==> src/hdl/two_wire_slave_pkg.sv <==
// Constants, register map and types shared by the two-wire slave transmitter.
package two_wire_slave_pkg;

  localparam int unsigned AXI_AW = 5;
  localparam int unsigned AXI_DW = 32;

  // Register indices; the byte address is four times the index.
  localparam logic [2:0] IDX_STATUS = 3'h1;
  localparam logic [2:0] IDX_OWN    = 3'h2;
  localparam logic [2:0] IDX_DATA   = 3'h3;
  localparam logic [2:0] IDX_CTRL   = 3'h4;

  localparam logic [1:0] RESP_OKAY   = 2'h0;
  localparam logic [1:0] RESP_SLVERR = 2'h2;

  localparam logic [7:0] DATA_RST      = 8'hFF;
  localparam logic [7:0] OWN_RST       = 8'h00;
  localparam logic [6:0] GCALL_ADDR    = 7'h00;
  localparam int unsigned STATUS_CODES = 26;

  localparam logic [7:0] CODE_NONE      = 8'hF8;
  localparam logic [7:0] CODE_BUS_ERR   = 8'h00;
  localparam logic [7:0] CODE_OWN_RD     = 8'hA8;
  localparam logic [7:0] CODE_ARB_OWN_RD = 8'hB0;
  localparam logic [7:0] CODE_TX_ACK    = 8'hB8;
  localparam logic [7:0] CODE_TX_NACK   = 8'hC0;
  localparam logic [7:0] CODE_LAST_ACK  = 8'hC8;

  localparam logic [3:0] BYTE_BITS = 4'h8;
  localparam logic [3:0] CNT_ZERO  = 4'h0;
  localparam logic [3:0] CNT_ONE   = 4'h1;

  // Control register layout, bit 7 down to bit 0.
  typedef struct packed {
    logic flag;
    logic ack_en;
    logic start;
    logic stop;
    logic wcol;
    logic en;
    logic rsv;
    logic ie;
  } ctl_t;

  localparam ctl_t CTL_RST = '0;

  // Status register: code in bits 7..3, bits 2..0 read as zero.
  typedef struct packed {
    logic [4:0] code;
    logic [2:0] rsv;
  } status_t;

  typedef enum logic [2:0] {
    ST_IDLE     = 3'b000,
    ST_ADDR     = 3'b001,
    ST_ADDR_ACK = 3'b010,
    ST_WAIT     = 3'b011,
    ST_TX_BIT   = 3'b100,
    ST_TX_ACK   = 3'b101,
    ST_IGNORE   = 3'b110
  } st_t;

endpackage : two_wire_slave_pkg

==> src/hdl/two_wire_slave_tx.sv <==
// Two-wire slave transmitter with status, data and control registers on AXI4-Lite.
`timescale 1ns/10ps
`default_nettype none
module two_wire_slave_tx
  import two_wire_slave_pkg::*;
(
  input  wire logic                              mclk,
  input  wire logic                              rst,
  input  wire logic [two_wire_slave_pkg::AXI_AW-1:0] s_axi_awaddr,
  input  wire logic                              s_axi_awvalid,
  output logic                                   s_axi_awready,
  input  wire logic [two_wire_slave_pkg::AXI_DW-1:0] s_axi_wdata,
  input  wire logic [3:0]                        s_axi_wstrb,
  input  wire logic                              s_axi_wvalid,
  output logic                                   s_axi_wready,
  output logic [1:0]                             s_axi_bresp,
  output logic                                   s_axi_bvalid,
  input  wire logic                              s_axi_bready,
  input  wire logic [two_wire_slave_pkg::AXI_AW-1:0] s_axi_araddr,
  input  wire logic                              s_axi_arvalid,
  output logic                                   s_axi_arready,
  output logic [two_wire_slave_pkg::AXI_DW-1:0]  s_axi_rdata,
  output logic [1:0]                             s_axi_rresp,
  output logic                                   s_axi_rvalid,
  input  wire logic                              s_axi_rready,
  input  wire logic                              global_irq_enable,
  input  wire logic                              arb_lost,
  output logic                                   irq,
  input  wire logic                              scl_i,
  output logic                                   scl_o,
  output logic                                   scl_oe_n,
  input  wire logic                              sda_i,
  output logic                                   sda_o,
  output logic                                   sda_oe_n
);
  import two_wire_slave_pkg::*;

  ctl_t                 ctl_ff;
  status_t              status_ff;
  logic [7:0]           data_ff;
  logic [7:0]           own_ff;
  logic [7:0]           code_ff;
  st_t                  st_ff;
  logic [3:0]           cnt_ff;
  logic [7:0]           shift_ff;
  logic [7:0]           rx_ff;
  logic                 last_ff;
  logic                 ack_seen_ff;
  logic                 arb_ff;
  logic                 irq_ff;
  logic                 scl_oe_n_ff;
  logic                 sda_oe_n_ff;
  logic [2:0]           scl_sync_ff;
  logic [2:0]           sda_sync_ff;
  logic                 have_aw_ff;
  logic                 have_w_ff;
  logic [AXI_AW-1:0]    awaddr_ff;
  logic [AXI_DW-1:0]    wdata_ff;
  logic [3:0]           wstrb_ff;
  logic                 awready_ff;
  logic                 wready_ff;
  logic                 bvalid_ff;
  logic [1:0]           bresp_ff;
  logic                 arready_ff;
  logic                 rvalid_ff;
  logic [1:0]           rresp_ff;
  logic [AXI_DW-1:0]    rdata_ff;

  logic                 scl_rise;
  logic                 scl_fall;
  logic                 bus_start;
  logic                 bus_stop;
  logic                 wr_fire;
  logic [2:0]           wr_idx;
  logic                 wr_lane0;
  logic                 data_wr_req;
  logic                 ctl_wr;
  logic                 flag_clr;
  logic                 hw_set;
  logic [7:0]           hw_code;
  logic                 in_frame;
  logic                 addr_hit;
  logic                 recover;
  logic [2:0]           rd_idx;

  // Pins pass three flip-flops; edge logic reads only the second and third stage.
  always_ff @(posedge mclk or posedge rst) begin
    if (rst) begin
      scl_sync_ff <= 3'h7;
      sda_sync_ff <= 3'h7;
    end else begin
      scl_sync_ff <= {scl_sync_ff[1:0], scl_i};
      sda_sync_ff <= {sda_sync_ff[1:0], sda_i};
    end
  end

  assign scl_rise  = scl_sync_ff[1] & ~scl_sync_ff[2];
  assign scl_fall  = ~scl_sync_ff[1] & scl_sync_ff[2];
  assign bus_start = scl_sync_ff[1] & scl_sync_ff[2] & ~sda_sync_ff[1] & sda_sync_ff[2];
  assign bus_stop  = scl_sync_ff[1] & scl_sync_ff[2] & sda_sync_ff[1] & ~sda_sync_ff[2];

  // AXI4-Lite write channel: address and data are taken in either order.
  assign wr_fire     = have_aw_ff & have_w_ff & ~bvalid_ff;
  assign wr_idx      = awaddr_ff[4:2];
  assign wr_lane0    = wstrb_ff[0];
  assign ctl_wr      = wr_fire & wr_lane0 & (wr_idx == IDX_CTRL);
  assign data_wr_req = wr_fire & wr_lane0 & (wr_idx == IDX_DATA);
  assign flag_clr    = ctl_wr & wdata_ff[7];

  always_ff @(posedge mclk or posedge rst) begin
    if (rst) begin
      have_aw_ff <= 1'b0;
      have_w_ff  <= 1'b0;
      awaddr_ff  <= '0;
      wdata_ff   <= '0;
      wstrb_ff   <= '0;
      awready_ff <= 1'b0;
      wready_ff  <= 1'b0;
      bvalid_ff  <= 1'b0;
      bresp_ff   <= RESP_OKAY;
    end else begin
      if (s_axi_awvalid && awready_ff) begin
        have_aw_ff <= 1'b1;
        awaddr_ff  <= s_axi_awaddr;
        awready_ff <= 1'b0;
      end else if (!have_aw_ff && !bvalid_ff) begin
        awready_ff <= 1'b1;
      end
      if (s_axi_wvalid && wready_ff) begin
        have_w_ff <= 1'b1;
        wdata_ff  <= s_axi_wdata;
        wstrb_ff  <= s_axi_wstrb;
        wready_ff <= 1'b0;
      end else if (!have_w_ff && !bvalid_ff) begin
        wready_ff <= 1'b1;
      end
      if (wr_fire) begin
        have_aw_ff <= 1'b0;
        have_w_ff  <= 1'b0;
        bvalid_ff  <= 1'b1;
        bresp_ff   <= (wr_idx == IDX_CTRL || wr_idx == IDX_DATA || wr_idx == IDX_OWN ||
                       wr_idx == IDX_STATUS) ? RESP_OKAY : RESP_SLVERR;
      end else if (bvalid_ff && s_axi_bready) begin
        bvalid_ff <= 1'b0;
      end
    end
  end

  // AXI4-Lite read channel; the answer comes one cycle after the address is taken.
  assign rd_idx = s_axi_araddr[4:2];

  always_ff @(posedge mclk or posedge rst) begin
    if (rst) begin
      arready_ff <= 1'b0;
      rvalid_ff  <= 1'b0;
      rresp_ff   <= RESP_OKAY;
      rdata_ff   <= '0;
    end else if (rvalid_ff) begin
      if (s_axi_rready) begin
        rvalid_ff  <= 1'b0;
        arready_ff <= 1'b1;
      end
    end else if (s_axi_arvalid && arready_ff) begin
      arready_ff <= 1'b0;
      rvalid_ff  <= 1'b1;
      rresp_ff   <= RESP_OKAY;
      rdata_ff   <= '0;
      unique case (rd_idx)
        IDX_STATUS: rdata_ff[7:0] <= status_ff;
        IDX_OWN:    rdata_ff[7:0] <= own_ff;
        IDX_DATA:   rdata_ff[7:0] <= data_ff;
        IDX_CTRL:   rdata_ff[7:0] <= ctl_ff;
        default:    rresp_ff      <= RESP_SLVERR;
      endcase
    end else begin
      arready_ff <= 1'b1;
    end
  end

  // Own address register: address in bits 7..1, general call enable in bit 0.
  always_ff @(posedge mclk or posedge rst) begin
    if (rst) begin
      own_ff <= OWN_RST;
    end else if (wr_fire && wr_lane0 && wr_idx == IDX_OWN) begin
      own_ff <= wdata_ff[7:0];
    end
  end

  // Own address, data and control registers are writable; status ignores writes.
  assign in_frame = (st_ff == ST_ADDR && cnt_ff != CNT_ZERO) || st_ff == ST_ADDR_ACK ||
                    st_ff == ST_TX_BIT || st_ff == ST_TX_ACK;
  assign addr_hit = ctl_ff.ack_en && ctl_ff.en && rx_ff[0] &&
                    (rx_ff[7:1] == own_ff[7:1] ||
                     (own_ff[0] && rx_ff[7:1] == GCALL_ADDR));
  assign recover  = st_ff == ST_WAIT && !ctl_ff.flag && code_ff == CODE_BUS_ERR;

  // Hardware flag set and the code it reports.
  always_comb begin
    hw_set  = 1'b0;
    hw_code = code_ff;
    if (in_frame && (bus_start || bus_stop)) begin
      hw_set  = 1'b1;
      hw_code = CODE_BUS_ERR;
    end else if (st_ff == ST_ADDR_ACK && scl_fall) begin
      hw_set  = 1'b1;
      hw_code = arb_ff ? CODE_ARB_OWN_RD : CODE_OWN_RD;
    end else if (st_ff == ST_TX_ACK && scl_fall) begin
      hw_set  = 1'b1;
      hw_code = !ack_seen_ff ? CODE_TX_NACK : last_ff ? CODE_LAST_ACK : CODE_TX_ACK;
    end
  end

  // Control register; a hardware set of the flag wins over a software clear.
  always_ff @(posedge mclk or posedge rst) begin
    if (rst) begin
      ctl_ff <= CTL_RST;
    end else begin
      if (ctl_wr) begin
        ctl_ff.ack_en <= wdata_ff[6];
        ctl_ff.start  <= wdata_ff[5];
        ctl_ff.stop   <= wdata_ff[4];
        ctl_ff.en     <= wdata_ff[2];
        ctl_ff.ie     <= wdata_ff[0];
      end
      if (hw_set) begin
        ctl_ff.flag <= 1'b1;
      end else if (flag_clr) begin
        ctl_ff.flag <= 1'b0;
      end
      if (data_wr_req && !ctl_ff.flag) begin
        ctl_ff.wcol <= 1'b1;
      end else if (data_wr_req) begin
        ctl_ff.wcol <= 1'b0;
      end
      if (recover && ctl_ff.stop) begin
        ctl_ff.stop <= 1'b0;
      end
      ctl_ff.rsv <= 1'b0;
    end
  end

  // Status follows the flag with one clock of lag in both directions.
  always_ff @(posedge mclk or posedge rst) begin
    if (rst) begin
      status_ff <= CODE_NONE;
      code_ff   <= CODE_NONE;
    end else begin
      if (hw_set) begin
        code_ff <= hw_code;
      end
      status_ff <= ctl_ff.flag ? {code_ff[7:3], 3'b000} : CODE_NONE;
    end
  end

  // Data register: software writes only while the flag is set, hardware only while clear.
  always_ff @(posedge mclk or posedge rst) begin
    if (rst) begin
      data_ff <= DATA_RST;
    end else if (data_wr_req && ctl_ff.flag) begin
      data_ff <= wdata_ff[7:0];
    end else if (!ctl_ff.flag && hw_set && hw_code != CODE_BUS_ERR) begin
      data_ff <= rx_ff;
    end
  end

  // Arbitration loss from the master side is remembered until the next hardware flag set or an ignored address.
  always_ff @(posedge mclk or posedge rst) begin
    if (rst) begin
      arb_ff <= 1'b0;
    end else if (arb_lost) begin
      arb_ff <= 1'b1;
    end else if (hw_set || st_ff == ST_IGNORE) begin
      arb_ff <= 1'b0;
    end
  end

  // Bus sequencer: address phase, acknowledge, byte transmission and waiting on software.
  always_ff @(posedge mclk or posedge rst) begin
    if (rst) begin
      st_ff       <= ST_IDLE;
      cnt_ff      <= CNT_ZERO;
      shift_ff    <= DATA_RST;
      rx_ff       <= DATA_RST;
      last_ff     <= 1'b0;
      ack_seen_ff <= 1'b0;
    end else if (!ctl_ff.en) begin
      st_ff <= ST_IDLE;
    end else if (in_frame && (bus_start || bus_stop)) begin
      st_ff <= ST_WAIT;
    end else begin
      unique case (st_ff)
        ST_IDLE, ST_IGNORE: begin
          if (bus_start) begin
            st_ff  <= ST_ADDR;
            cnt_ff <= CNT_ZERO;
          end else if (bus_stop) begin
            st_ff <= ST_IDLE;
          end
        end
        ST_ADDR: begin
          if (bus_start) begin
            cnt_ff <= CNT_ZERO;
          end else if (bus_stop) begin
            st_ff <= ST_IDLE;
          end else if (scl_rise && cnt_ff != BYTE_BITS) begin
            rx_ff  <= {rx_ff[6:0], sda_sync_ff[1]};
            cnt_ff <= cnt_ff + CNT_ONE;
          end else if (scl_fall && cnt_ff == BYTE_BITS) begin
            st_ff <= addr_hit ? ST_ADDR_ACK : ST_IGNORE;
          end
        end
        ST_ADDR_ACK: begin
          if (scl_fall) begin
            st_ff <= ST_WAIT;
          end
        end
        ST_WAIT: begin
          if (!ctl_ff.flag) begin
            if (code_ff == CODE_OWN_RD || code_ff == CODE_ARB_OWN_RD ||
                code_ff == CODE_TX_ACK) begin
              st_ff    <= ST_TX_BIT;
              cnt_ff   <= CNT_ZERO;
              shift_ff <= data_ff;
              last_ff  <= !ctl_ff.ack_en;
            end else begin
              st_ff <= ST_IDLE;
            end
          end
        end
        ST_TX_BIT: begin
          if (scl_rise) begin
            rx_ff  <= {rx_ff[6:0], sda_sync_ff[1]};
            cnt_ff <= cnt_ff + CNT_ONE;
          end else if (scl_fall) begin
            if (cnt_ff == BYTE_BITS) begin
              st_ff <= ST_TX_ACK;
            end else begin
              shift_ff <= {shift_ff[6:0], 1'b1};
            end
          end
        end
        ST_TX_ACK: begin
          if (scl_rise) begin
            ack_seen_ff <= !sda_sync_ff[1];
          end else if (scl_fall) begin
            st_ff <= ST_WAIT;
          end
        end
        default: st_ff <= ST_IDLE;
      endcase
    end
  end

  // Line drivers: an enable low pulls the open-drain line low.
  always_ff @(posedge mclk or posedge rst) begin
    if (rst) begin
      scl_oe_n_ff <= 1'b1;
      sda_oe_n_ff <= 1'b1;
    end else begin
      // The hold lasts until the sequencer leaves the wait, so the clock is let go no
      // earlier than the first data bit reaches the line.
      scl_oe_n_ff <= !(st_ff == ST_WAIT && code_ff != CODE_BUS_ERR &&
                       code_ff != CODE_TX_NACK && code_ff != CODE_LAST_ACK);
      unique case (st_ff)
        ST_ADDR_ACK: sda_oe_n_ff <= 1'b0;
        // The last bit stays on the line until the clock falls; letting go while the
        // clock is high would put a stop condition on the bus.
        ST_TX_BIT:   sda_oe_n_ff <= shift_ff[7];
        default:     sda_oe_n_ff <= 1'b1;
      endcase
    end
  end

  // Interrupt request held as a level while the flag stays set.
  always_ff @(posedge mclk or posedge rst) begin
    if (rst) begin
      irq_ff <= 1'b0;
    end else begin
      irq_ff <= ctl_ff.flag & ctl_ff.ie & global_irq_enable;
    end
  end

  assign s_axi_awready = awready_ff;
  assign s_axi_wready  = wready_ff;
  assign s_axi_bvalid  = bvalid_ff;
  assign s_axi_bresp   = bresp_ff;
  assign s_axi_arready = arready_ff;
  assign s_axi_rvalid  = rvalid_ff;
  assign s_axi_rresp   = rresp_ff;
  assign s_axi_rdata   = rdata_ff;
  assign irq           = irq_ff;
  assign scl_oe_n      = scl_oe_n_ff;
  assign sda_oe_n      = sda_oe_n_ff;
  assign scl_o         = 1'b0;
  assign sda_o         = 1'b0;

  irq_level_a: assert property (@(posedge mclk) disable iff (rst)
    (ctl_ff.flag && ctl_ff.ie && global_irq_enable) |=> irq_ff)
    else $error("irq not raised while flag and enables set");
  idle_code_a: assert property (@(posedge mclk) disable iff (rst)
    !ctl_ff.flag |=> (status_ff == CODE_NONE && !irq_ff))
    else $error("status not F8 or irq set while flag clear");
  status_zero_a: assert property (@(posedge mclk) disable iff (rst)
    status_ff[2:0] == 3'b000)
    else $error("status low bits not zero");
  status_lag_a: assert property (@(posedge mclk) disable iff (rst)
    $rose(ctl_ff.flag) |-> (status_ff == CODE_NONE) ##1 (status_ff == code_ff))
    else $error("status did not follow flag by one clock");
  data_hold_a: assert property (@(posedge mclk) disable iff (rst)
    (ctl_ff.flag && !data_wr_req) |=> $stable(data_ff))
    else $error("data changed by hardware while flag set");
  collision_a: assert property (@(posedge mclk) disable iff (rst)
    (data_wr_req && !ctl_ff.flag) |=> (ctl_ff.wcol && $stable(data_ff)))
    else $error("write collision not flagged");
  bus_error_a: assert property (@(posedge mclk) disable iff (rst)
    (ctl_ff.en && in_frame && (bus_start || bus_stop)) |=>
      (ctl_ff.flag && code_ff == CODE_BUS_ERR && st_ff == ST_WAIT))
    else $error("bus error not reported");
  recovery_a: assert property (@(posedge mclk) disable iff (rst)
    (recover && ctl_ff.stop && ctl_ff.en) |=> (!ctl_ff.stop && st_ff == ST_IDLE) ##1 sda_oe_n_ff)
    else $error("bus error recovery wrong");
  stretch_a: assert property (@(posedge mclk) disable iff (rst)
    (st_ff == ST_WAIT && ctl_ff.flag && code_ff == CODE_TX_ACK) |=> !scl_oe_n_ff)
    else $error("clock not held while waiting on software");
  ignore_a: assert property (@(posedge mclk) disable iff (rst)
    (st_ff == ST_IGNORE) [*2] |-> sda_oe_n_ff)
    else $error("unaddressed slave drives data line");

endmodule : two_wire_slave_tx
`default_nettype wire

==> config.mk <==
export PLATFORM = sky130hd
export DESIGN_NAME = two_wire_slave_tx
export DESIGN_NICKNAME = d
export VERILOG_FILES = /design/src/hdl/two_wire_slave_pkg.sv /design/src/hdl/two_wire_slave_tx.sv
export SDC_FILE = /design/constraint.sdc
export NUM_CORES = 1
export LEC_CHECK = 0
export ABC_AREA = 1
export ABC_CLOCK_PERIOD_IN_PS = 3700
export BUFFER_PORTS_ARGS = -buffer_cell sky130_fd_sc_hd__buf_2
export CORE_MARGIN = 2
export CORE_UTILIZATION = 35
export CTS_BUF_LIST = sky130_fd_sc_hd__clkbuf_2 sky130_fd_sc_hd__clkbuf_4 sky130_fd_sc_hd__clkbuf_8
export DETAILED_ROUTE_END_ITERATION = 12
export MAX_ROUTING_LAYER = met4
export PLACE_DENSITY = 0.52
export SLEW_MARGIN = 5
export SYNTH_ARGS = -nofsm -noshare
export SYNTH_HDL_FRONTEND = slang
export SYNTH_SLANG_ARGS = --single-unit
==> constraint.sdc <==
create_clock -name mclk -period 3.7 [get_ports mclk]
set_clock_uncertainty 0.05 [all_clocks]
set_input_delay 0.37 -clock mclk [delete_from_list [all_inputs] [get_ports mclk]]
set_output_delay 0.37 -clock mclk [all_outputs]
set_load 0.005 [all_outputs]
==> results of run 1 <==
==> worst paths after layout <==
path | from | endpoint | cells past startpoint
setup / recovery | st_ff[0] | data_ff[6] | 14
hold / removal | sda_i | sda_sync_ff[0] | 1
setup reg to reg | st_ff[0] | data_ff[6] | 14
hold reg to reg | scl_sync_ff[0] | scl_sync_ff[1] | 0
max in group asynchronous | rst | scl_oe_n | 3
min in group asynchronous | rst | irq | 2
==> registers in the layout, summed over array words and instances, names as in the netlist, 3 cells and up <==
name	count
code_ff	8
data_ff	8
own_ff	8
rx_ff	8
s_axi_rdata	8
shift_ff	8
wdata_ff	8
ctl_ff	7
status_ff	5
cnt_ff	4
awaddr_ff	3
scl_sync_ff	3
sda_sync_ff	3
st_ff	3
==> cells in the final DEF (no fill, tap or decap), types with 2 or more instances in the layout <==
cell type and n:
nand2_2 6, conb_1 28, mux2i_1 7, o21a_1 2
nand3b_1 2, a21oi_1 8, nand2_1 166, clkbuf_8 9
xnor2_1 7, o21ai_0 47, inv_8 2, nor4_1 2
o22ai_1 2, xor2_1 2, o21ai_2 8, nor2_4 2
dfstp_2 42, dfrtp_1 58, inv_2 5, nand3_2 3
nor3_1 9, nor2_1 28, o21ai_1 12, nand4_1 8
buf_2 43, inv_1 68, inv_4 3, nand3_1 34
o211ai_1 2, clkinvlp_4 2, ha_1 2, o2111ai_1 4
or2_2 2, a22oi_1 2, nor2_2 3
==> metal layers <==
metal  share of wire (%)  up-vias  track usage (%)  wire, um
met5                   0        -                -         0
met4                 1.2        0             6.81       140
met3                 3.8       10             2.41       432
met2                  44       86             22.5      5010
met1                  51     1793             22.0      5700
li1                    -     1955                -         -
==> critical path, stage by stage (launching register included) <==
cell	delay (ns)
dfrtp_1	0.46
inv_2	0.14
nand3_2	0.39
inv_4	0.27
nor2_4	0.07
nand2_4	0.08
nand2_8	0.08
nand2_1	0.10
nand2_1	0.05
nor2_1	0.10
nand2_1	0.08
nand2_2	0.19
nand2_2	0.15
nand2_1	0.11
nand2_1	0.05
==> cell type report <==
| class | count | area (um2) |
|---|---|---|
| fill | 1448 | 8450 |
| sequential | 100 | 2550 |
| multi-input combinational | 408 | 2050 |
| inverter | 77 | 297 |
| tap | 180 | 225 |
| timing repair buffer | 44 | 223 |
| clock buffer | 10 | 131 |
| clock inverter | 6 | 55.1 |
==> per-stage QoR <==
stage	total power, mW	hold slack, ns	cell area, um2	util (%)
6_report	2.76	0.0446	5540	39.6
5_1_grt	2.98	0.0135	5540	39.6
4_1_cts	2.82	0.0178	5540	39.6
3_5_place_dp	2.12	0.297	5350	38.3
3_3_place_gp	2.10	0.296	5350	38.3
2_1_floorplan	1.90	0.295	5160	-
==> power groups by stage <==
| stage | combinational, mW | clock, mW | sequential (mW) |
|---|---|---|---|
| 2_1_floorplan | 0.436 | 0 | 1.46 |
| 3_3_place_gp | 0.599 | 0 | 1.50 |
| 3_5_place_dp | 0.612 | 0 | 1.51 |
| 4_1_cts | 0.615 | 0.709 | 1.49 |
| 5_1_grt | 0.703 | 0.756 | 1.52 |
| 6_report | 0.599 | 0.674 | 1.49 |
==> logic make-up (layout without fill, tap and decap cells) <==
group / after synthesis / after routing / synth area share (%)
AOI/OAI and AO/OA: 92 / 92 / 11.0
xor gates and xnor gates: 9 / 9 / 1.56
adders and majority gates: 2 / 2 / 0.495
buffers and inverters: 115 / 137 / 10.9
DFF: 100 / 100 / 50.5
muxes: 7 / 7 / 1.39
other: 1 / 28 / 0.0741
and+or+nand+nor: 270 / 270 / 24.1
==> flow_metrics.env, run 1 <==
export IMPL_antenna_found_initial=0
export IMPL_ys_types=47
export IMPL_grt_usage_pct=15.7
export IMPL_powerDensity_mw_per_mm2=498
export IMPL_yosysTopAreaCell="dfrtp_1"
export IMPL_syn2layout_area_growth_pct=9.52
export IMPL_hold_viol_final=0
export IMPL_worst_pin_slew_ns=1.23
export IMPL_port_buffers=43
export IMPL_hold_class="input pin to register"
export IMPL_fin_crit_sh_pct=65.8
export IMPL_n_antenna_cell=0
export IMPL_syn_area_per_cell_um2=8.49
export IMPL_final_cells=825
export IMPL_swShare_pct=34.3
export IMPL_path_max_fanout=15
export IMPL_vias_per_cell=4.66
export IMPL_synth_edf_count=0
export IMPL_outcome="completed"
export IMPL_htree_levels=3
export IMPL_comb_power_share_pct=21.7
export IMPL_final_nets=699
export IMPL_ys_flop_type="dfrtp_1"
export IMPL_timing_fmax_mhz=411
export IMPL_post_cts_resized=0
export IMPL_cts_root_buf="clkbuf_8"
export IMPL_finalSetupViolCount=0
export IMPL_overflow=0
export IMPL_p_int_mw=1.81
export IMPL_synth_ff_latch_count=100
export IMPL_initial_utilization_pct=36.2
export IMPL_drive_gt1_share_pct=21.7
export IMPL_critPathKind="register to register"
export IMPL_routed_wl_um=11300
export IMPL_cts_hold_buf=0
export IMPL_pwr_share_clk_pct=24.4
export IMPL_num_vias=3844
export IMPL_synthTopCellsByArea="dfrtp_1 (29%), dfstp_2 (22%), nand2_1 (12%)"
export IMPL_coreArea_mm2=0.0140
export IMPL_yosys_warnings=0
export IMPL_period_minus_slack_ns=2.44
export IMPL_tns_ns=0
export IMPL_grt_pass1_wl_um=19100
export IMPL_yosys_top_cells_count="nand2_1 (166), inv_1 (69), dfrtp_1 (58)"
export IMPL_detail_route_antenna_nets=0
export IMPL_first_iter_violations=203
export IMPL_cts_max_path_buffers=2
export IMPL_cts_tree="built"
export IMPL_critical_path_required_ns=3.96
export IMPL_post_cts_buffers=0
export IMPL_p_leak_nw=2.64
export IMPL_clock_sinks=100
export IMPL_start_kind="register"
export IMPL_drv_cap=0
export IMPL_synthMostInstantiatedCell="nand2_1"
export IMPL_grt_pass1_vias=3777
export IMPL_numCtsBuffers=9
export IMPL_dp_slack_ns=1.28
export IMPL_clk_pin_slew_ns=0.10
export IMPL_io_pins=103
export IMPL_slew_headroom_pct=17.4
export IMPL_worst_slack_ns=1.26
export IMPL_rsz0062_at_grt="false"
export IMPL_clkLatencyLatePin_ns=0.37
export IMPL_seq_area_frac_synth_pct=50.5
export IMPL_dpl_hpwl_um=8400
export IMPL_place_gp_congestion=0.843
export IMPL_die_area_mm2=0.0154
export IMPL_p_sw_mw=0.946
export IMPL_die_h_um=124
export IMPL_synthCells=596
export IMPL_seqPwrFrac_pct=53.9
export IMPL_dr_pass1_iters=4
export IMPL_synth_top_area_share_pct=28.7
export IMPL_async_reset_ff_share_pct=100
export IMPL_die_w_um=124
export IMPL_peakVddDrop_mv=0.249
export IMPL_syn_cell_area_mm2=0.00506
export IMPL_wl_per_cell_um=13.7
export IMPL_place_inst=809
export IMPL_post_route_drc_count=0
export IMPL_slew_violations=0
export IMPL_rrSetupSlack_ns=1.26
export IMPL_fp_row_count=43
export IMPL_worstSetupEndpointType="register"
export IMPL_arrival_ns=2.70
export IMPL_grt_max_degree=83
Note: power is estimated with default switching activity, not from simulation.
==> inputs of run 2 (changes only) <==
--- a/config.mk
+++ b/config.mk
@@ -5,15 +5,15 @@
 export SDC_FILE = /design/constraint.sdc
 export NUM_CORES = 1
 export LEC_CHECK = 0
-export ABC_AREA = 1
-export ABC_CLOCK_PERIOD_IN_PS = 3700
+export ABC_AREA = 0
+export ABC_CLOCK_PERIOD_IN_PS = 2100
 export BUFFER_PORTS_ARGS = -buffer_cell sky130_fd_sc_hd__buf_2
 export CORE_MARGIN = 2
 export CORE_UTILIZATION = 35
 export CTS_BUF_LIST = sky130_fd_sc_hd__clkbuf_2 sky130_fd_sc_hd__clkbuf_4 sky130_fd_sc_hd__clkbuf_8
 export DETAILED_ROUTE_END_ITERATION = 12
 export MAX_ROUTING_LAYER = met4
-export PLACE_DENSITY = 0.52
+export PLACE_DENSITY = 0.54
 export SLEW_MARGIN = 5
 export SYNTH_ARGS = -nofsm -noshare
 export SYNTH_HDL_FRONTEND = slang
==> constraint.sdc (replaced) <==
create_clock -name mclk -period 2.1 [get_ports mclk]
set_clock_uncertainty 0.05 [all_clocks]
set_input_delay 0.21 -clock mclk [delete_from_list [all_inputs] [get_ports mclk]]
set_output_delay 0.21 -clock mclk [all_outputs]
set_load 0.005 [all_outputs]
==> run 2 against run 1 <==
The run now ends with setup timing left. First-iteration DRC count decreased by 13%. Critical endpoint is now last_ff. Largest cell class unchanged. Sequential share of layout area decreased by 4.1 points. Power increased by 120%.
==> flow_metrics.env, run 2 <==
export IMPL_period_minus_slack_ns=2.29
export IMPL_hold_viol_final=0
export IMPL_crit_family="simple AND/OR/NAND/NOR gates"
export IMPL_die_h_um=123
export IMPL_slew_violations=0
export IMPL_final_common_cell="dfrtp_1"
export IMPL_multi_input_area_mm2=0.00229
export IMPL_initial_utilization_pct=35.7
export IMPL_io_pins=103
export IMPL_fin_crit_sh_pct=109
export IMPL_numCtsBuffers=9
export IMPL_p_leak_nw=2.68
export IMPL_yosys_warnings=0
export IMPL_ys_flop_type="dfrtp_1"
export IMPL_arrival_ns=2.51
export IMPL_cts_max_path_buffers=2
export IMPL_worstPathCellList="inv_2 -> ha_4 -> or4b_4 -> a21oi_4 -> buf_4 -> o21ai_2 -> or4b_4 -> mux2i_1"
export IMPL_fp_row_count=43
export IMPL_antenna_found_initial=0
export IMPL_synth_edf_count=0
export IMPL_overflow=0
export IMPL_die_area_mm2=0.0151
export IMPL_synth_top_area_share_pct=29.3
export IMPL_dpl_hpwl_um=7980
export IMPL_top_usage_layer="met2"
export IMPL_finalSetupViolCount=20
export IMPL_async_reset_ff_share_pct=100
export IMPL_dr_pass1_iters=4
export IMPL_met1_usage_pct=21.8
export IMPL_final_nets=589
export IMPL_worst_pin_slew_ns=0.579
export IMPL_final_cell_mix="dfrtp_1 (58), buf_2 (43), dfstp_2 (42)"
export IMPL_synthTopCellsByArea="dfrtp_1 (29%), dfstp_2 (22%), mux2_2 (9.1%)"
export IMPL_wl_per_cell_um=15.5
export IMPL_detail_route_antenna_nets=0
export IMPL_die_w_um=123
export IMPL_powerDensity_mw_per_mm2=993
export IMPL_slowest_delay_ns=0.53
export IMPL_routed_wl_um=11100
export IMPL_n_antenna_cell=0
export IMPL_clk_pin_slew_ns=0.10
export IMPL_cp_buffers_inverters=2
export IMPL_finish_utilization_pct=43.8
export IMPL_first_iter_violations=177
export IMPL_grt_pass1_vias=3470
export IMPL_rsz0062_at_grt="true"
export IMPL_syn2layout_area_growth_pct=22.7
export IMPL_vias_per_cell=4.92
export IMPL_port_buffers=43
export IMPL_holdWs_ns=0.0110
export IMPL_path_max_fanout=3
export IMPL_grt_pass1_wl_um=18100
export IMPL_drv_cap=0
export IMPL_critical_path_required_ns=2.31
export IMPL_fill_cells=1324
export IMPL_peakVddDrop_mv=0.337
export IMPL_clock_sinks=100
export IMPL_slowest_stage="or4b_4"
export IMPL_syn_cell_area_mm2=0.00495
export IMPL_failed_checks="setup timing"
export IMPL_ys_types=61
export IMPL_synth_ff_latch_count=100
export IMPL_seqCellArea_mm2=0.00255
export IMPL_worstSetupEndpointType="register"
export IMPL_cts_root_buf="clkbuf_8"
export IMPL_syn_area_per_cell_um2=11.5
export IMPL_slew_headroom_pct=61.0
export IMPL_post_route_drc_count=0
export IMPL_clkLatencyLatePin_ns=0.38
export IMPL_yosys_top_cells_count="dfrtp_1 (58), dfstp_2 (42), mux2_2 (40)"
export IMPL_crit_top_cell="or4b_4"
export IMPL_drive_gt1_share_pct=40.9
export IMPL_start_kind="register"
export IMPL_grt_usage_pct=16.0
export IMPL_htree_levels=3
export IMPL_hold_class="input pin to register"
export IMPL_yosysTopAreaCell="dfrtp_1"
export IMPL_cts_tree="built"
export IMPL_globalRouteMet2Util_pct=23.7
export IMPL_num_vias=3517
export IMPL_worst_slack_ns=-0.193
export IMPL_place_gp_congestion=0.832
export IMPL_critPathKind="register to register"
export IMPL_outcome="complete, but fails checks"
export IMPL_timing_fmax_mhz=436
export IMPL_synthMostInstantiatedCell="dfrtp_1"
export IMPL_coreArea_mm2=0.0139
export IMPL_synthCells=431
export IMPL_dpl_instance_area_mm2=0.00559
export IMPL_stdcell_area_mm2=0.00608
export IMPL_grt_max_degree=51
export IMPL_use_met3_pct=2.86
export IMPL_seq_area_frac_synth_pct=51.6
[run 2: changes by cell type after synthesis, moves of 9 or more]
cell / before / now
nand2_1: 166 / 16
inv_1: 69 / 13
mux2_2: 0 / 40
o21ai_0: 47 / 15
nand3_1: 34 / 9
nand2b_1: 0 / 12
o21ai_1: 12 / 0
a21oi_1: 8 / 18
mux2i_1: 7 / 17
nor2b_1: 0 / 10
a22o_1: 0 / 9
[run 2: worst reg2reg max path: stages, from the launching register on]
cell     delay, ns
dfrtp_1       0.40
inv_2         0.08
ha_4          0.13
or4b_4        0.47
a21oi_4       0.19
buf_4         0.14
o21ai_2       0.07
or4b_4        0.53
mux2i_1       0.13
[run 2: worst paths after layout]
kind / startpoint / to / slack, ns / depth (start not counted)
setup reg to reg: cnt_ff[1] / last_ff / -0.19 / 8
min in group asynchronous: rst / own_ff[2] / 0.37 / 3
hold reg to reg: scl_sync_ff[0] / scl_sync_ff[1] / 0.31 / 0
hold / removal: s_axi_awaddr[4] / awaddr_ff[4] / 0.01 / 2
setup / recovery: cnt_ff[1] / last_ff / -0.19 / 8
max in group asynchronous: rst / s_axi_wready / 0.92 / 4
[run 2: stage by stage]
step / total power [mW] / setup TNS (ns) / std cells / worst slack [ns]
floorplan: 4.12 / -2.11 / 458 / -0.175
global placement: 4.75 / -2.75 / 679 / -0.194
detailed placement: 4.79 / -3.79 / 679 / -0.249
CTS: 6.06 / -3.26 / 710 / -0.194
global route: 6.45 / -5.06 / 715 / -0.292
finish: 6.04 / -3.06 / 715 / -0.193
[run 2: report_power, final]
group	internal, mW	switching [mW]
Sequential	2.54	0.484
Combinational	0.954	0.850
Clock	0.481	0.728
[run 2: metal layers]
layer | share of wire [%] | wire [um]
met5 | 0 | 0
met4 | 2.6 | 287
met3 | 3.6 | 398
met2 | 46 | 5070
met1 | 48 | 5340
[run 2: final cells by class]
type	instances	share of cell area, %
Sequential cell	100	42.0
Multi-Input combinational cell	303	37.7
Timing Repair Buffer	103	12.5
Tap cell	180	3.71
Clock buffer	10	2.26
Clock inverter	6	0.926
Inverter	13	0.865
[run 2: cell families (layout without fill, tap and decap cells)]
family                     count (synthesis)  in the layout  share of synthesized area, %
AOI/OAI and AO/OA                         81             81                          11.9
xor gates and xnor gates                  10             10                          1.77
adders and majority gates                  2              2                         0.505
buffers and inverters                     55            132                          6.54
DFF                                      100            100                          51.6
muxes                                     64             64                          14.1
other                                      1             28                        0.0757
and+or+nand+nor                          118            118                          13.5
[run 2: repair_timing]
item                                   CTS  global route
setup endpoints to repair               26            36
pin swaps                                6             4
cloned                                   0             0
setup buffers                            3             4
hold buffers                            12             1
gates resized for setup                 19            10
endpoints found under the hold margin   22             1
==> inputs of run 3 (changes only) <==
--- a/config.mk
+++ b/config.mk
@@ -8,7 +8,6 @@
 export ABC_AREA = 0
 export ABC_CLOCK_PERIOD_IN_PS = 2100
 export BUFFER_PORTS_ARGS = -buffer_cell sky130_fd_sc_hd__buf_2
-export CORE_MARGIN = 2
 export CORE_UTILIZATION = 35
 export CTS_BUF_LIST = sky130_fd_sc_hd__clkbuf_2 sky130_fd_sc_hd__clkbuf_4 sky130_fd_sc_hd__clkbuf_8
 export DETAILED_ROUTE_END_ITERATION = 12
==> run 3 against run 2 <==
Clock-buffer cell count increased by 1. Sequential power is essentially flat. Wire length is 0.68% higher. The flow still finishes with violations (setup timing). Critical path depth stayed put. Power about the same.
==> flow_metrics.env, run 3 (synthesis results as in run 2) <==
export IMPL_outcome="complete, but fails checks"
export IMPL_failed_checks="setup timing"
export IMPL_syn2layout_area_growth_pct=22.5
export IMPL_arrival_ns=2.54
export IMPL_cts_max_path_buffers=2
export IMPL_slew_violations=0
export IMPL_grt_max_degree=101
export IMPL_worst_pin_slew_ns=0.554
export IMPL_dpl_hpwl_um=7760
export IMPL_holdWs_ns=0.0278
export IMPL_slew_headroom_pct=63.1
export IMPL_p_int_mw=3.99
export IMPL_final_cell_mix="dfrtp_1 (58), buf_2 (43), dfstp_2 (42)"
export IMPL_grt_pass1_vias=3428
export IMPL_timing_fmax_mhz=437
export IMPL_p_sw_mw=2.04
export IMPL_wl_per_cell_um=15.6
export IMPL_comb_power_share_pct=30.6
export IMPL_overflow=0
export IMPL_place_inst=678
export IMPL_antenna_found_initial=0
export IMPL_fill_cells=1278
export IMPL_cts_root_buf="clkbuf_8"
export IMPL_clk_pin_slew_ns=0.09
export IMPL_final_common_cell="dfrtp_1"
export IMPL_powerDensity_mw_per_mm2=994
export IMPL_rrSetupSlack_ns=-0.19
export IMPL_die_w_um=121
export IMPL_pwr_share_clk_pct=19.4
export IMPL_io_pins=103
export IMPL_die_area_mm2=0.0146
export IMPL_post_route_drc_count=0
export IMPL_critical_path_required_ns=2.35
export IMPL_hold_class="input pin to register"
export IMPL_die_h_um=121
export IMPL_grt_usage_pct=17.0
export IMPL_first_iter_violations=214
export IMPL_critPathKind="register to register"
export IMPL_slowest_delay_ns=0.47
export IMPL_final_cells=715
export IMPL_p_leak_nw=2.69
export IMPL_numCtsBuffers=9
export IMPL_n_antenna_cell=0
export IMPL_slowest_stage="or4b_4"
export IMPL_multi_input_area_mm2=0.00228
export IMPL_vias_per_cell=4.94
export IMPL_seqCellArea_mm2=0.00255
export IMPL_drv_cap=0
export IMPL_worstSetupEndpointType="register"
export IMPL_clock_sinks=100
export IMPL_path_max_fanout=8
export IMPL_drive_gt1_share_pct=40.6
export IMPL_dr_pass1_iters=4
export IMPL_cts_tree="built"
export IMPL_coreArea_mm2=0.0138
export IMPL_worstPathCellList="inv_2 -> ha_2 -> or4b_4 -> a21oi_4 -> o221ai_4 -> a221oi_4 -> buf_12 -> mux2_4"
export IMPL_worst_slack_ns=-0.187
export IMPL_htree_levels=3
export IMPL_rsz0062_at_grt="true"
export IMPL_fp_row_count=43
export IMPL_seqPwrFrac_pct=50.0
export IMPL_start_kind="register"
export IMPL_fin_crit_sh_pct=109
export IMPL_detail_route_antenna_nets=0
export IMPL_final_nets=589
export IMPL_clkLatencyLatePin_ns=0.39
export IMPL_port_buffers=43
export IMPL_swShare_pct=33.9
export IMPL_period_minus_slack_ns=2.29
export IMPL_initial_utilization_pct=35.8
export IMPL_finalSetupViolCount=20
export IMPL_peakVddDrop_mv=0.330
export IMPL_grt_pass1_wl_um=18400
export IMPL_num_vias=3532
export IMPL_routed_wl_um=11200
export IMPL_place_gp_congestion=0.832
export IMPL_hold_viol_final=0
## run 3: changes by cell type in the layout (fill, tap and decap cells not counted), moves of 2 or more
cell,delta
buf_4,-2
dlygate4sd3_1,+2
clkinv_2,+2
clkinvlp_4,-2
## run 3: area by class of cell
cell class / count / share of cell area [%]
inverter: 13 / 0.866
tap: 180 / 3.71
clock inverter: 5 / 0.577
clock buffer: 11 / 2.39
timing repair buffer: 103 / 12.7
sequential: 100 / 42.1
multi-input combinational: 303 / 37.6
## run 3: worst paths after layout
path	start	end	cells past startpoint
max	cnt_ff[0]	shift_ff[4]	8
min	global_irq_enable	irq	2
max reg2reg	cnt_ff[0]	shift_ff[4]	8
min reg2reg	sda_sync_ff[0]	sda_sync_ff[1]	0
max in group asynchronous	rst	data_ff[2]	4
min in group asynchronous	rst	code_ff[2]	4
## run 3: what timing repair did
item | CTS | global route
hold endpoints to repair | 71 | 1
pin swaps | 7 | 3
buffers inserted | 6 | 0
hold buffers | 14 | 1
setup endpoints to repair | 21 | 37
gates resized for setup | 20 | 8
## run 3: worst max-delay path: cells and delay by family, from the launching register on
family          cells  cell delay, ns
fa+ha+maj           1            0.17
flops               1            0.39
compound gates      3            0.60
buf+inv             2            0.24
simple gates        1            0.47
mux                 1            0.30
## run 3: power groups by stage
stage	sequential, mW	clock [mW]	combinational, mW
global route	3.09	1.32	2.04
finish	3.02	1.17	1.85
detailed placement	3.05	0	1.76
global placement	3.04	0	1.72
floorplan	2.90	0	1.22
CTS	3.02	1.22	1.84
## run 3: per-layer routing
metal	GRT usage, %	wire [um]	vias up
met2	25.5	5320	70
met5	-	0	-
met3	3.48	415	10
met4	6.40	169	0
met1	22.5	5270	1773
li1	-	-	1679
## run 3: per-stage QoR
stage	instance area [um2]	power, mW	setup TNS, ns	util (%)	setup WS (ns)
2_1_floorplan	5090	4.12	-2.11	-	-0.175
3_3_place_gp	5600	4.76	-3.12	40.5	-0.203
3_5_place_dp	5600	4.82	-3.65	40.5	-0.242
4_1_cts	6030	6.08	-3.12	43.6	-0.187
5_1_grt	6070	6.45	-4.16	43.9	-0.245
6_report	6070	6.03	-2.98	43.9	-0.187
